**src/hdl/bfo_defines.svh**
```systemverilog
// Purpose: constants of the bit and flag operations unit
// Assumes: 8-bit data, 32 working registers, 50 MHz core clock
// Notes: status flag bit positions follow the usual I T H S V N Z C order
//
// Functional notes
// RULE_01: left shift, bit 0 gets zero
// RULE_02: logical right shift, bit 7 gets zero
// RULE_03: rotate left, carry in, bit 7 out
// RULE_04: rotate right, carry in, bit 0 out
// RULE_05: arithmetic right shift keeps sign bit
// RULE_06: shifts update zero, carry, negative, overflow
// RULE_07: swap exchanges nibbles, flags untouched
// RULE_08: generic flag set/clear touches one bit
// RULE_09: store bit copies register bit to T
// RULE_10: load bit writes T into register bit
// RULE_11: carry raise and drop, carry only
// RULE_12: negative raise and drop, negative only
// RULE_13: zero raise and drop, zero only
// RULE_14: global interrupt enable on and off
// RULE_15: signed flag raise and drop only
// RULE_16: overflow flag raise and drop only
// RULE_17: transfer flag raise and drop only
// RULE_18: every operation finishes in one cycle
// RULE_19: results return to the operand register
`ifndef BFO_DEFINES_SVH
`define BFO_DEFINES_SVH

`define BFO_DW 8
`define BFO_NREGS 32
`define BFO_RAW 5
`define BFO_BUS_AW 6
`define BFO_ADDR_STATUS_FLAGS_REGISTER 6'h20
`define BFO_STATUS_FLAGS_REGISTER_RST 8'h00
`define BFO_REG_RST 8'h00
`define BFO_EXEC_CYCLES 1

`define BFO_FLAG_C 3'h0
`define BFO_FLAG_Z 3'h1
`define BFO_FLAG_N 3'h2
`define BFO_FLAG_V 3'h3
`define BFO_FLAG_S 3'h4
`define BFO_FLAG_H 3'h5
`define BFO_FLAG_T 3'h6
`define BFO_FLAG_I 3'h7

`endif

```
**src/hdl/bfo_pkg.sv**
```systemverilog
// Purpose: types of the bit and flag operations unit
// Assumes: constants come from the defines header
// Notes: operation codes are decoded upstream
`include "bfo_defines.svh"
package bfo_pkg;
  typedef enum logic [4:0] {
    op_nop,
    op_shift_left_logical,
    op_shift_right_logical,
    op_rotate_left_carry,
    op_rotate_right_carry,
    op_arith_shift_right,
    op_swap_nibbles,
    op_status_bit_raise,
    op_status_bit_drop,
    op_store_bit_to_flag,
    op_load_bit_from_flag,
    op_carry_raise,
    op_carry_drop,
    op_negative_raise,
    op_negative_drop,
    op_zero_raise,
    op_zero_drop,
    op_irq_global_on,
    op_irq_global_off,
    op_sign_raise,
    op_sign_drop,
    op_overflow_raise,
    op_overflow_drop,
    op_transfer_flag_raise,
    op_transfer_flag_drop
  } bfo_op_t;

  typedef struct packed {
    logic [`BFO_DW-1:0] flags;
    logic [`BFO_DW-1:0] rdata;
  } bfo_state_t;
endpackage

```
**src/hdl/bfo_rf_if.sv**
```systemverilog
// Purpose: link between the unit and its working registers
// Assumes: three combinational read ports, one write port
// Notes: reads see the value before this cycle's write
`include "bfo_defines.svh"
interface bfo_rf_if;
  logic wr_en;
  logic [`BFO_RAW-1:0] wr_addr;
  logic [`BFO_DW-1:0] wr_data;
  logic [`BFO_RAW-1:0] ra_addr;
  logic [`BFO_DW-1:0] ra_data;
  logic [`BFO_RAW-1:0] rb_addr;
  logic [`BFO_DW-1:0] rb_data;
  logic [`BFO_RAW-1:0] rc_addr;
  logic [`BFO_DW-1:0] rc_data;
  modport core (output wr_en, output wr_addr, output wr_data,
    output ra_addr, input ra_data, output rb_addr, input rb_data,
    output rc_addr, input rc_data);
  modport mem (input wr_en, input wr_addr, input wr_data,
    input ra_addr, output ra_data, input rb_addr, output rb_data,
    input rc_addr, output rc_data);
endinterface

```
**src/hdl/bfo_regs.sv**
```systemverilog
// Purpose: working register array
// Assumes: single write port, written at the clock edge
// Notes: reads are combinational so an operation fits one cycle
`include "bfo_defines.svh"
module bfo_regs
  import bfo_pkg::*;
#(
  parameter int NREGS = `BFO_NREGS
) (
  input wire logic clk,
  input wire logic sys_rst,
  bfo_rf_if.mem rf
);
  typedef struct packed {
    logic [NREGS-1:0][`BFO_DW-1:0] regs;
  } bfo_regs_state_t;

  bfo_regs_state_t st;
  bfo_regs_state_t next_st;

  always_comb begin
    next_st = st;
    if (rf.wr_en) begin
      next_st.regs[rf.wr_addr] = rf.wr_data;
    end
  end

  always_ff @(posedge clk or posedge sys_rst) begin
    if (sys_rst) begin
      st <= '0;
    end else begin
      st <= next_st;
    end
  end

  assign rf.ra_data = st.regs[rf.ra_addr];
  assign rf.rb_data = st.regs[rf.rb_addr];
  assign rf.rc_data = st.regs[rf.rc_addr];
endmodule

```
**src/hdl/bfo_unit.sv**
```systemverilog
// Purpose: shift, rotate, swap, bit transfer and flag operations
// Assumes: decoder gives one operation per cycle with op_valid
// Notes: registers and status flags also reachable on a plain port
`include "bfo_defines.svh"
module bfo_unit
  import bfo_pkg::*;
#(
  parameter int NREGS = `BFO_NREGS
) (
  input wire logic clk,
  input wire logic sys_rst,
  input wire logic op_valid,
  input wire bfo_op_t op_code,
  input wire logic [`BFO_RAW-1:0] dst_sel,
  input wire logic [`BFO_RAW-1:0] src_sel,
  input wire logic [2:0] bit_sel,
  input wire logic [2:0] flag_sel,
  input wire logic [`BFO_BUS_AW-1:0] bus_addr,
  input wire logic [`BFO_DW-1:0] bus_wdata,
  input wire logic bus_wr,
  input wire logic bus_rd,
  output logic [`BFO_DW-1:0] bus_rdata,
  output logic [`BFO_DW-1:0] status_flags,
  output logic irq_enable
);
  bfo_rf_if rf ();

  bfo_state_t st;
  bfo_state_t next_st;

  logic [`BFO_DW-1:0] opnd;
  logic [`BFO_DW-1:0] src;
  logic [`BFO_DW-1:0] res;
  logic cout;
  logic is_shift;
  logic is_flag;
  logic flag_val;
  logic [2:0] flag_idx;
  logic op_wr;
  logic bus_reg_hit;

  bfo_regs #(
    .NREGS(NREGS)
  ) u_regs (
    .clk(clk),
    .sys_rst(sys_rst),
    .rf(rf.mem)
  );

  assign rf.ra_addr = dst_sel;
  assign rf.rb_addr = src_sel;
  assign rf.rc_addr = bus_addr[`BFO_RAW-1:0];
  assign opnd = rf.ra_data;
  assign src = rf.rb_data;
  assign bus_reg_hit = (bus_addr < `BFO_BUS_AW'(NREGS));

  always_comb begin
    next_st = st;
    res = opnd;
    cout = st.flags[`BFO_FLAG_C];
    is_shift = 1'b0;
    is_flag = 1'b0;
    flag_val = 1'b0;
    flag_idx = flag_sel;
    op_wr = 1'b0;
    if (op_valid) begin
      unique case (op_code)
        op_nop: begin
        end
        op_shift_left_logical: begin
          res = {opnd[6:0], 1'b0}; // RULE_01
          cout = opnd[7];
          is_shift = 1'b1;
          op_wr = 1'b1;
        end
        op_shift_right_logical: begin
          res = {1'b0, opnd[7:1]}; // RULE_02
          cout = opnd[0];
          is_shift = 1'b1;
          op_wr = 1'b1;
        end
        op_rotate_left_carry: begin
          res = {opnd[6:0], st.flags[`BFO_FLAG_C]}; // RULE_03
          cout = opnd[7]; // RULE_03
          is_shift = 1'b1;
          op_wr = 1'b1;
        end
        op_rotate_right_carry: begin
          res = {st.flags[`BFO_FLAG_C], opnd[7:1]}; // RULE_04
          cout = opnd[0]; // RULE_04
          is_shift = 1'b1;
          op_wr = 1'b1;
        end
        op_arith_shift_right: begin
          res = {opnd[7], opnd[7:1]}; // RULE_05
          cout = opnd[0];
          is_shift = 1'b1;
          op_wr = 1'b1;
        end
        op_swap_nibbles: begin
          res = {opnd[3:0], opnd[7:4]}; // RULE_07
          op_wr = 1'b1;
        end
        op_status_bit_raise: begin
          is_flag = 1'b1; // RULE_08
          flag_val = 1'b1;
        end
        op_status_bit_drop: begin
          is_flag = 1'b1; // RULE_08
        end
        op_store_bit_to_flag: begin
          is_flag = 1'b1;
          flag_idx = `BFO_FLAG_T;
          flag_val = src[bit_sel]; // RULE_09
        end
        op_load_bit_from_flag: begin
          res[bit_sel] = st.flags[`BFO_FLAG_T]; // RULE_10
          op_wr = 1'b1;
        end
        op_carry_raise, op_carry_drop: begin
          is_flag = 1'b1; // RULE_11
          flag_idx = `BFO_FLAG_C;
          flag_val = (op_code == op_carry_raise);
        end
        op_negative_raise, op_negative_drop: begin
          is_flag = 1'b1; // RULE_12
          flag_idx = `BFO_FLAG_N;
          flag_val = (op_code == op_negative_raise);
        end
        op_zero_raise, op_zero_drop: begin
          is_flag = 1'b1; // RULE_13
          flag_idx = `BFO_FLAG_Z;
          flag_val = (op_code == op_zero_raise);
        end
        op_irq_global_on, op_irq_global_off: begin
          is_flag = 1'b1; // RULE_14
          flag_idx = `BFO_FLAG_I;
          flag_val = (op_code == op_irq_global_on);
        end
        op_sign_raise, op_sign_drop: begin
          is_flag = 1'b1; // RULE_15
          flag_idx = `BFO_FLAG_S;
          flag_val = (op_code == op_sign_raise);
        end
        op_overflow_raise, op_overflow_drop: begin
          is_flag = 1'b1; // RULE_16
          flag_idx = `BFO_FLAG_V;
          flag_val = (op_code == op_overflow_raise);
        end
        op_transfer_flag_raise, op_transfer_flag_drop: begin
          is_flag = 1'b1; // RULE_17
          flag_idx = `BFO_FLAG_T;
          flag_val = (op_code == op_transfer_flag_raise);
        end
        default: begin
        end
      endcase
    end
    // shift flags; signed flag left alone, only Z C N V listed
    if (is_shift) begin
      next_st.flags[`BFO_FLAG_C] = cout; // RULE_06
      next_st.flags[`BFO_FLAG_Z] = (res == `BFO_DW'h00); // RULE_06
      next_st.flags[`BFO_FLAG_N] = res[7]; // RULE_06
      next_st.flags[`BFO_FLAG_V] = res[7] ^ cout; // RULE_06
    end
    if (is_flag) begin
      next_st.flags[flag_idx] = flag_val; // RULE_08
    end
    // an operation owns the cycle; a bus write beside it is dropped
    if (!op_valid && bus_wr && bus_addr == `BFO_ADDR_STATUS_FLAGS_REGISTER) begin
      next_st.flags = bus_wdata;
    end
    next_st.rdata = `BFO_DW'h00;
    if (bus_rd) begin
      if (bus_reg_hit) begin
        next_st.rdata = rf.rc_data;
      end else if (bus_addr == `BFO_ADDR_STATUS_FLAGS_REGISTER) begin
        next_st.rdata = st.flags;
      end
    end
  end

  always_comb begin
    rf.wr_en = 1'b0;
    rf.wr_addr = dst_sel;
    rf.wr_data = res;
    if (op_wr) begin
      rf.wr_en = 1'b1; // RULE_18
      rf.wr_addr = dst_sel; // RULE_19
      rf.wr_data = res;
    end else if (!op_valid && bus_wr && bus_reg_hit) begin
      rf.wr_en = 1'b1;
      rf.wr_addr = bus_addr[`BFO_RAW-1:0];
      rf.wr_data = bus_wdata;
    end
  end

  always_ff @(posedge clk or posedge sys_rst) begin
    if (sys_rst) begin
      st <= '{flags: `BFO_STATUS_FLAGS_REGISTER_RST, rdata: `BFO_DW'h00};
    end else begin
      st <= next_st;
    end
  end

  assign bus_rdata = st.rdata;
  assign status_flags = st.flags;
  assign irq_enable = st.flags[`BFO_FLAG_I];

  function automatic logic is_op(bfo_op_t o);
    return op_valid && op_code == o;
  endfunction

  a_shl_data: assert property (@(posedge clk) disable iff (sys_rst) // RULE_01
    is_op(op_shift_left_logical) |->
      rf.wr_data == {opnd[6:0], 1'b0}
      ##1 status_flags[`BFO_FLAG_C] == $past(opnd[7]))
    else $error("left shift result or carry wrong");

  a_shr_data: assert property (@(posedge clk) disable iff (sys_rst) // RULE_02
    is_op(op_shift_right_logical) |->
      rf.wr_data[7] == 1'b0 && rf.wr_data[6:0] == opnd[7:1]
      ##1 !status_flags[`BFO_FLAG_N])
    else $error("logical right shift wrong");

  a_rol_carry: assert property (@(posedge clk) disable iff (sys_rst) // RULE_03
    is_op(op_rotate_left_carry) |->
      rf.wr_data[0] == status_flags[`BFO_FLAG_C]
      ##1 status_flags[`BFO_FLAG_C] == $past(opnd[7]))
    else $error("rotate left through carry wrong");

  a_ror_carry: assert property (@(posedge clk) disable iff (sys_rst) // RULE_04
    is_op(op_rotate_right_carry) |->
      rf.wr_data[7] == status_flags[`BFO_FLAG_C]
      ##1 status_flags[`BFO_FLAG_C] == $past(opnd[0]))
    else $error("rotate right through carry wrong");

  a_asr_sign: assert property (@(posedge clk) disable iff (sys_rst) // RULE_05
    is_op(op_arith_shift_right) |->
      rf.wr_data[7] == opnd[7] && rf.wr_data[6:0] == opnd[7:1])
    else $error("arithmetic shift lost the sign");

  a_shift_flags: assert property (@(posedge clk) disable iff (sys_rst) // RULE_06
    op_valid &&
      op_code inside {[op_shift_left_logical:op_arith_shift_right]} |=>
      status_flags[`BFO_FLAG_Z] == ($past(rf.wr_data) == 8'h00) &&
      status_flags[`BFO_FLAG_N] == $past(rf.wr_data[7]) &&
      status_flags[`BFO_FLAG_V] == ($past(rf.wr_data[7]) ^
        status_flags[`BFO_FLAG_C]) &&
      status_flags[`BFO_FLAG_S] == $past(status_flags[`BFO_FLAG_S]))
    else $error("shift flags wrong");

  a_swap_nibble: assert property (@(posedge clk) disable iff (sys_rst) // RULE_07
    is_op(op_swap_nibbles) |->
      rf.wr_data == {opnd[3:0], opnd[7:4]} ##1 $stable(status_flags))
    else $error("swap wrong or flags touched");

  a_bit_raise: assert property (@(posedge clk) disable iff (sys_rst) // RULE_08
    is_op(op_status_bit_raise) |=>
      status_flags == ($past(status_flags) | (8'h01 << $past(flag_sel))))
    else $error("generic flag set wrong");

  a_bit_drop: assert property (@(posedge clk) disable iff (sys_rst) // RULE_08
    is_op(op_status_bit_drop) |=>
      status_flags == ($past(status_flags) & ~(8'h01 << $past(flag_sel))))
    else $error("generic flag clear wrong");

  a_store_t: assert property (@(posedge clk) disable iff (sys_rst) // RULE_09
    is_op(op_store_bit_to_flag) |-> !rf.wr_en ##1
      status_flags[`BFO_FLAG_T] == $past(src[bit_sel]) &&
      status_flags[5:0] == $past(status_flags[5:0]) &&
      status_flags[`BFO_FLAG_I] == $past(status_flags[`BFO_FLAG_I]))
    else $error("store bit to flag wrong");

  a_load_bit: assert property (@(posedge clk) disable iff (sys_rst) // RULE_10
    is_op(op_load_bit_from_flag) |->
      rf.wr_data[bit_sel] == status_flags[`BFO_FLAG_T] &&
      (rf.wr_data ^ opnd) == ((rf.wr_data ^ opnd) & (8'h01 << bit_sel))
      ##1 $stable(status_flags))
    else $error("load bit from flag wrong");

  a_carry_ops: assert property (@(posedge clk) disable iff (sys_rst) // RULE_11
    is_op(op_carry_raise) || is_op(op_carry_drop) |=>
      status_flags[`BFO_FLAG_C] == $past(op_code == op_carry_raise) &&
      status_flags[7:1] == $past(status_flags[7:1]))
    else $error("carry operation wrong");

  a_neg_ops: assert property (@(posedge clk) disable iff (sys_rst) // RULE_12
    is_op(op_negative_raise) || is_op(op_negative_drop) |=>
      status_flags[`BFO_FLAG_N] == $past(op_code == op_negative_raise) &&
      (status_flags | 8'h04) == ($past(status_flags) | 8'h04))
    else $error("negative flag operation wrong");

  a_zero_ops: assert property (@(posedge clk) disable iff (sys_rst) // RULE_13
    is_op(op_zero_drop) |=> !status_flags[`BFO_FLAG_Z] &&
      (status_flags | 8'h02) == ($past(status_flags) | 8'h02))
    else $error("zero drop wrong");

  a_irq_ops: assert property (@(posedge clk) disable iff (sys_rst) // RULE_14
    is_op(op_irq_global_off) |=> !irq_enable [*1] ##0
      status_flags[6:0] == $past(status_flags[6:0]))
    else $error("global interrupt disable wrong");

  a_sign_ops: assert property (@(posedge clk) disable iff (sys_rst) // RULE_15
    is_op(op_sign_raise) |=> status_flags[`BFO_FLAG_S] &&
      (status_flags | 8'h10) == ($past(status_flags) | 8'h10))
    else $error("signed flag raise wrong");

  a_ovf_ops: assert property (@(posedge clk) disable iff (sys_rst) // RULE_16
    is_op(op_overflow_drop) |=> !status_flags[`BFO_FLAG_V] &&
      (status_flags | 8'h08) == ($past(status_flags) | 8'h08))
    else $error("overflow drop wrong");

  a_tflag_ops: assert property (@(posedge clk) disable iff (sys_rst) // RULE_17
    is_op(op_transfer_flag_raise) |=> status_flags[`BFO_FLAG_T] &&
      (status_flags | 8'h40) == ($past(status_flags) | 8'h40))
    else $error("transfer flag raise wrong");

  a_one_cycle: assert property (@(posedge clk) disable iff (sys_rst) // RULE_18
    is_op(op_swap_nibbles) ##1 bus_rd && bus_addr == {1'b0, $past(dst_sel)}
      && !op_valid |=> bus_rdata == $past(rf.wr_data, 2))
    else $error("result not ready after one cycle");

  a_same_dest: assert property (@(posedge clk) disable iff (sys_rst) // RULE_19
    op_valid && (op_code inside {[op_shift_left_logical:op_swap_nibbles],
      op_load_bit_from_flag}) |-> rf.wr_en && rf.wr_addr == dst_sel)
    else $error("result written to wrong register");

  c_shift: cover property (@(posedge clk) disable iff (sys_rst)
    is_op(op_rotate_left_carry) ##1 is_op(op_rotate_right_carry));

  c_bit_move: cover property (@(posedge clk) disable iff (sys_rst)
    is_op(op_store_bit_to_flag) ##1 is_op(op_load_bit_from_flag));

  c_flag_set: cover property (@(posedge clk) disable iff (sys_rst)
    is_op(op_status_bit_raise) ##1 is_op(op_irq_global_on));

  c_bus_read: cover property (@(posedge clk) disable iff (sys_rst)
    bus_rd && bus_addr == `BFO_ADDR_STATUS_FLAGS_REGISTER);
endmodule

```
**config.mk**
```make
export PLATFORM = sky130hd
export DESIGN_NAME = bfo_unit
export DESIGN_NICKNAME = d
export VERILOG_FILES = /design/src/hdl/bfo_pkg.sv /design/src/hdl/bfo_rf_if.sv /design/src/hdl/bfo_regs.sv /design/src/hdl/bfo_unit.sv
export VERILOG_INCLUDE_DIRS = /design/src /design/src/hdl
export SDC_FILE = /design/constraint.sdc
export NUM_CORES = 1
export LEC_CHECK = 0
export BUFFER_PORTS_ARGS = -buffer_cell sky130_fd_sc_hd__buf_2
export CAP_MARGIN = 10
export CORE_MARGIN = 2
export CORE_UTILIZATION = 60
export CTS_BUF_LIST = sky130_fd_sc_hd__clkbuf_4
export DETAILED_ROUTE_END_ITERATION = 12
export PLACE_DENSITY = 0.74
export SLEW_MARGIN = 20
export SYNTH_ARGS = -nofsm -noshare
export SYNTH_HDL_FRONTEND = slang
export SYNTH_SLANG_ARGS = --single-unit
```
**constraint.sdc**
```tcl
create_clock -name clk -period 11.6 [get_ports clk]
set_clock_uncertainty 0.05 [all_clocks]
set_input_delay 1.16 -clock clk [delete_from_list [all_inputs] [get_ports clk]]
set_output_delay 1.16 -clock clk [all_outputs]
set_load 0.02 [all_outputs]
```
======== Word-level counts from Yosys, hierarchy flattened ========
Cells that the tools add are included.
word-level totals
  bits of input ports ..................... 40
  output and inout bits ................... 17
  word-level logic and storage cells ...... 136
  flip-flop bits (word level) ............. 272
operators by class
  bitwise gates (word level) .............. 1
  mux-type cells .......................... 43
  magnitude comparators ................... 10
  eq/ne operators ......................... 25
  reductions and logical operators ........ 22
operator list
  cell                number
  $bwmux 256          1
  $bmux 8 s5          3
  $mux 8              12
  $pmux 8 s7          1
  $eq 5x5->1 const B  9
  $demux 8 s5         1
  $eq 5x4->1 const B  8
  $lt 5x6->1 const B  4
  $pmux 3 s7          1
  $eq 5x3->1 const B  4
  $reduce_or 17->1    1
  $bwmux 8            2
  $reduce_or 2->1     8
  $mux 1              13
  $eq 5x2->1 const B  2
  $mux 5              2
  $pmux 1 s9          1
  $logic_not 8->1     1
  $lt 3x4->1 const B  2
  $reduce_or 7->1     1
  $demux 1 s3         2
  $eq 6x6->1 const B  1
  $ge 3x1->1 const B  2
  $logic_and 1x1->1   6
  12 further kinds    13

======== Longest topological paths before layout ========
  depth in word-level cells ............... 12
  gate-level depth with buffers ........... 14
  mapped depth without buffers ............ 8

======== Modules after synthesis ========
From an unflattened synthesis, not the netlist that was laid out.
second synthesis, totals
  cell total of the unflattened synthesis .. 1,193
  area total of the unflattened synthesis .. 17,839.6 µm²
by module, submodules not included
  module    seq. area each (µm²)  area each (µm²)  instances  cells an instance
  bfo_regs  6,406.1               15,683.8         1          914
  bfo_unit  400.4                 2,155.8          1          279

======== Worst setup path after synthesis ========
Ideal clock, no wire load.
  path kind ............................... input to register
  from .................................... input src_sel[0]
  to ...................................... register st (netlist bit status_flags[4])
  required time ........................... 11.424 ns
  buffers on the path ..................... 4
  cell stages on the path ................. 12
  library setup time ...................... 0.126 ns
  arrival ................................. 4.276 ns
  setup slack ............................. 7.148 ns
  cells stage by stage .................... clkbuf_1 > buf_1 > buf_1 > mux4_2 > nand2_1 > o2111ai_1 > a32oi_1 > nand3_1 > o21a_1 > or2_2 > clkbuf_1 > a221o_1
on the way
  word-level cells in the longest chain between the ends .. 9
RTL lines
  element                       line             RTL
  from (decl)                   bfo_unit.sv:15   input wire logic [`BFO_RAW-1:0] src_sel,
  $bmux 8 s5                    bfo_regs.sv:37   assign rf.rb_data = st.regs[rf.rb_addr];
  $mux 8 (implied by the code)  bfo_regs.sv:37
  $bmux 1 s3                    bfo_unit.sv:114  flag_val = src[bit_sel];
  $mux 1 (implied by the code)  bfo_unit.sv:114
  $pmux 1 s9                    bfo_unit.sv:67   unique case (op_code)
  $mux 1                        bfo_unit.sv:66   if (op_valid) begin
  $bwmux 8                      bfo_unit.sv:167  next_st.flags[flag_idx] = flag_val;
  $mux 8                        bfo_unit.sv:166  if (is_flag) begin
  $mux 8                        bfo_unit.sv:170  if (!op_valid && bus_wr && bus_addr == `BFO_ADDR_STATUS_FLAGS_REGISTER) begin
  to (signal assigned)          bfo_unit.sv:200  st <= '{flags: `BFO_STATUS_FLAGS_REGISTER_RST, rdata: `BFO_DW'h00};
  to (signal assigned)          bfo_unit.sv:202  st <= next_st;
  to (decl)                     bfo_unit.sv:28   bfo_state_t st;
No other way between the ends. The select of a mux whose other input is x is not followed.
A chain may end at the register's enable or synchronous reset.

==> reports/metrics.csv <==
stage,metric,value,unit
run_status,status,"finished, final reports clean",
sta,Fin. Hold Viols,0,
synthesis,count of unique library cells instantiated by Yosys,62,
global_route,largest net degree at the start of global routing,117,
critical_path,CP Launch Point,dst_sel[1],
sta,Rel. slew slack,0.162,
floorplan,core box area,28800,sq um
sta,final-report setup violation count,0,
job,Max-Cap Viols,0,
cts,Setup Buffers After CTS,0,
synthesis,synth warn,0,
critical_path,Worst Path Required,12.17,ns
routing,first drt pass iteration count,6,
floorplan,Ports,57,
global_route,GRT overflow,0,
critical_path,r2r setup slk,8.05,ns
critical_path,R2R Path End,status_flags[1]$_DFF_PP0_,
place,RePlAce Congestion,0.969,
global_route,global-route wire length before repair,78.4,mm
floorplan,die footprint,30700,sq um
routing,Initial DRC Count,1453,
pwr,VDD IR max,0.0872,mV
synthesis,Seq cells post-synth,272,
final_layout,Storage cell area,6810,sq um
global_route,vias in the first global route,12646,
min_path,Min-Delay Path Class,flip-flop to flip-flop,
floorplan,DIE WIDTH,175,um
sta,Worst-Margin Slew,1.25,ns
pwr,Leak,8.34,nW
final_layout,"Area growth, synth to finish",8.63,%
sta,hold slack,0.501,ns
synthesis,"Seq/Total Area, Yosys",0.387,
cts,CTS tree,done,
sta,Max Clock Freq,205,MHz
pwr,Power Density,127,nW/um^2
synthesis,Synth top area share,0.387,
synthesis,Syn Std Cell Area,17600,sq um
synthesis,Gate Count Post-Synth,1251,
place,dpl cells,1607,
place,hpwl dp,33.3,mm
final_layout,post-layout util,0.663,
critical_path,RR Startpoint,u_regs.st[161]$_DFFE_PP0P_,
routing,vias per inst,7.33,
sta,setup ws final,6.73,ns
synthesis,Post-synth EDFFs,0,
final_layout,multi-input logic area,10300,sq um
critical_path,Startpoint Class,input pin,
synthesis,dominant synthesized flop cell,dfrtp_1,
cts,number of buffers created by CTS,75,
synthesis,cell accounting for the most synthesized area,dfrtp_1,
synthesis,ranking of synthesized cells by area,"dfrtp_1, mux4_2, mux2_2",
synthesis,Mean Syn Cell Area,14.0,sq um
final_layout,Final #Nets,1341,
routing,DR DRC count,0,
routing,DR WL/cell,29.6,um
synthesis,"Async S/R FF share, synth",1.00,
sta,min Tclk post-route,4.87,ns
final_layout,"commonest non-fill, non-tap cell in the layout",dfrtp_1,
floorplan,Cell Rows,62,
cts,CTS Sinks,272,
critical_path,CP Capture Point,status_flags[1]$_DFF_PP0_,
cts,clk slew on worst S/H paths,0.07,ns
cts,Root Buffer,clkbuf_4,
global_route,antenna violations before repair,1,
cts,clock latency on the worst-skew pair,0.70,ns
cts,Post-CTS Hold Buffers,0,
final_layout,fill cell count,2095,
critical_path,Worst EP arrival,5.44,ns
sta,RSZ-0062 raised after global routing,false,
cts,CTS H-Tree Depth,3,
routing,Post-Route WL,51.4,mm
final_layout,ratio of cells with drive above 1 in the final layout,0.522,
final_layout,"commonest non-fill, non-tap cells in the layout","dfrtp_1, mux2_2, mux4_2",
global_route,Total GRT Usage,0.345,
critical_path,Worst R2R Path Depth,8,
critical_path,kind of critical path,input pin to flip-flop,
cts,post-cts resize count,0,
critical_path,CP max-delay cell,buf_4,
place,input/output buffers,56,
floorplan,Die Ht,175,um
sta,setup TNS after final layout,0,ns
sta,Final Max Tran Viols,0,
synthesis,net count after synthesis,1291,
routing,Detail Route Antenna Nets,0,
cts,worst-case clock buffer depth,3,
final_layout,fin cells,1734,
floorplan,Initial Util,0.611,
routing,DR vias,12712,
critical_path,crit path cell chain,buf_4 -> buf_4 -> mux4_2 -> mux4_2 -> mux2_4 -> a222oi_1 -> o211ai_1 -> or4_1 -> or4b_1 -> a21oi_1,
place,Place WS,6.01,ns
sta,Final Cycle Share,0.420,
critical_path,"Largest stage delay, worst path",0.76,ns
critical_path,Critical Path End Type,flip-flop,
critical_path,Worst Path Max Fanout,46,
## state kept, by name (all words and copies together) (netlist names)
name and cells:
status_flags 8, u_regs.st 256, bus_rdata 8
## power by group
part | internal (W) | switching (W) | leakage [nW]
sequential | 0.00103 | 0.0000763 | 3.74
combinational | 0.000226 | 0.000232 | 4.06
clock | 0.000465 | 0.000402 | 0.547
total | 0.00172 | 0.000711 | 8.34
## final cells by class
| class | count | share of cell area |
|---|---|---|
| diodes | 1 | 0.000131 |
| clock buffers | 107 | 0.0421 |
| clock inverters | 18 | 0.00649 |
| inverters | 4 | 0.00118 |
| multi-input cells | 860 | 0.540 |
| flip-flops and latches | 272 | 0.357 |
| well taps | 384 | 0.0252 |
| repair buffers | 88 | 0.0285 |
## kinds of logic (layout without fill, tap and decap cells)
| group | Yosys count | in the layout | share of synthesized area |
|---|---|---|---|
| flops | 272 | 272 | 0.387 |
| buf+inv | 119 | 217 | 0.0286 |
| other cells | 0 | 1 | 0 |
| simple gates | 211 | 211 | 0.0600 |
| xor+xnor | 3 | 3 | 0.00150 |
| compound gates | 131 | 131 | 0.0525 |
| mux | 515 | 515 | 0.470 |
## cell usage after synthesis, drive strengths merged (5+ instances only)
cell,n
a21oi,14
a221o,6
a22oi,8
a31oi,9
a32oi,7
and2,12
buf,43
clkbuf,72
dfrtp,272
mux2,268
mux2i,26
mux4,221
nand2,50
nand2b,20
nand3,16
nand4,5
nor2,56
nor2b,12
nor3,12
o2111ai,7
o211a,5
o21a,5
o21ai,30
o22ai,10
or2,5
## worst min path at each step
stage	startpoint	end	slack (ns)	cells past startpoint
2_1_floorplan	u_regs.st[164]$_DFFE_PP0P_	u_regs.st[164]$_DFFE_PP0P_	0.46	1
3_3_place_gp	u_regs.st[148]$_DFFE_PP0P_	u_regs.st[148]$_DFFE_PP0P_	0.47	1
3_5_place_dp	u_regs.st[204]$_DFFE_PP0P_	u_regs.st[204]$_DFFE_PP0P_	0.49	1
4_1_cts	u_regs.st[204]$_DFFE_PP0P_	u_regs.st[204]$_DFFE_PP0P_	0.50	1
5_1_grt	u_regs.st[103]$_DFFE_PP0P_	u_regs.st[103]$_DFFE_PP0P_	0.51	1
6_report	u_regs.st[103]$_DFFE_PP0P_	u_regs.st[103]$_DFFE_PP0P_	0.50	1
## layer usage
layer / GRT usage / up-vias / wire length, um
met4: 0.158 / 0 / 2450
met2: 0.526 / 805 / 24100
met3: 0.0920 / 147 / 5430
met5: 0 / - / 0
met1: 0.471 / 6626 / 19400
li1: - / 5134 / -
## stage by stage
stage               area, sq um  total power (W)
global placement          18100          0.00155
CTS                       19100          0.00244
floorplan                 17600          0.00143
global route              19100          0.00253
finish                    19100          0.00243
detailed placement        18100          0.00157
## worst max-delay path: cells and delay by family
kind	cells	cell delay, ns
buffers and inverters	2	1.16
AND/OR/NAND/NOR	2	0.96
multiplexers	3	1.41
AO/OA/AOI/OAI	3	0.73
No activity file was read; power rests on OpenSTA's default activity.
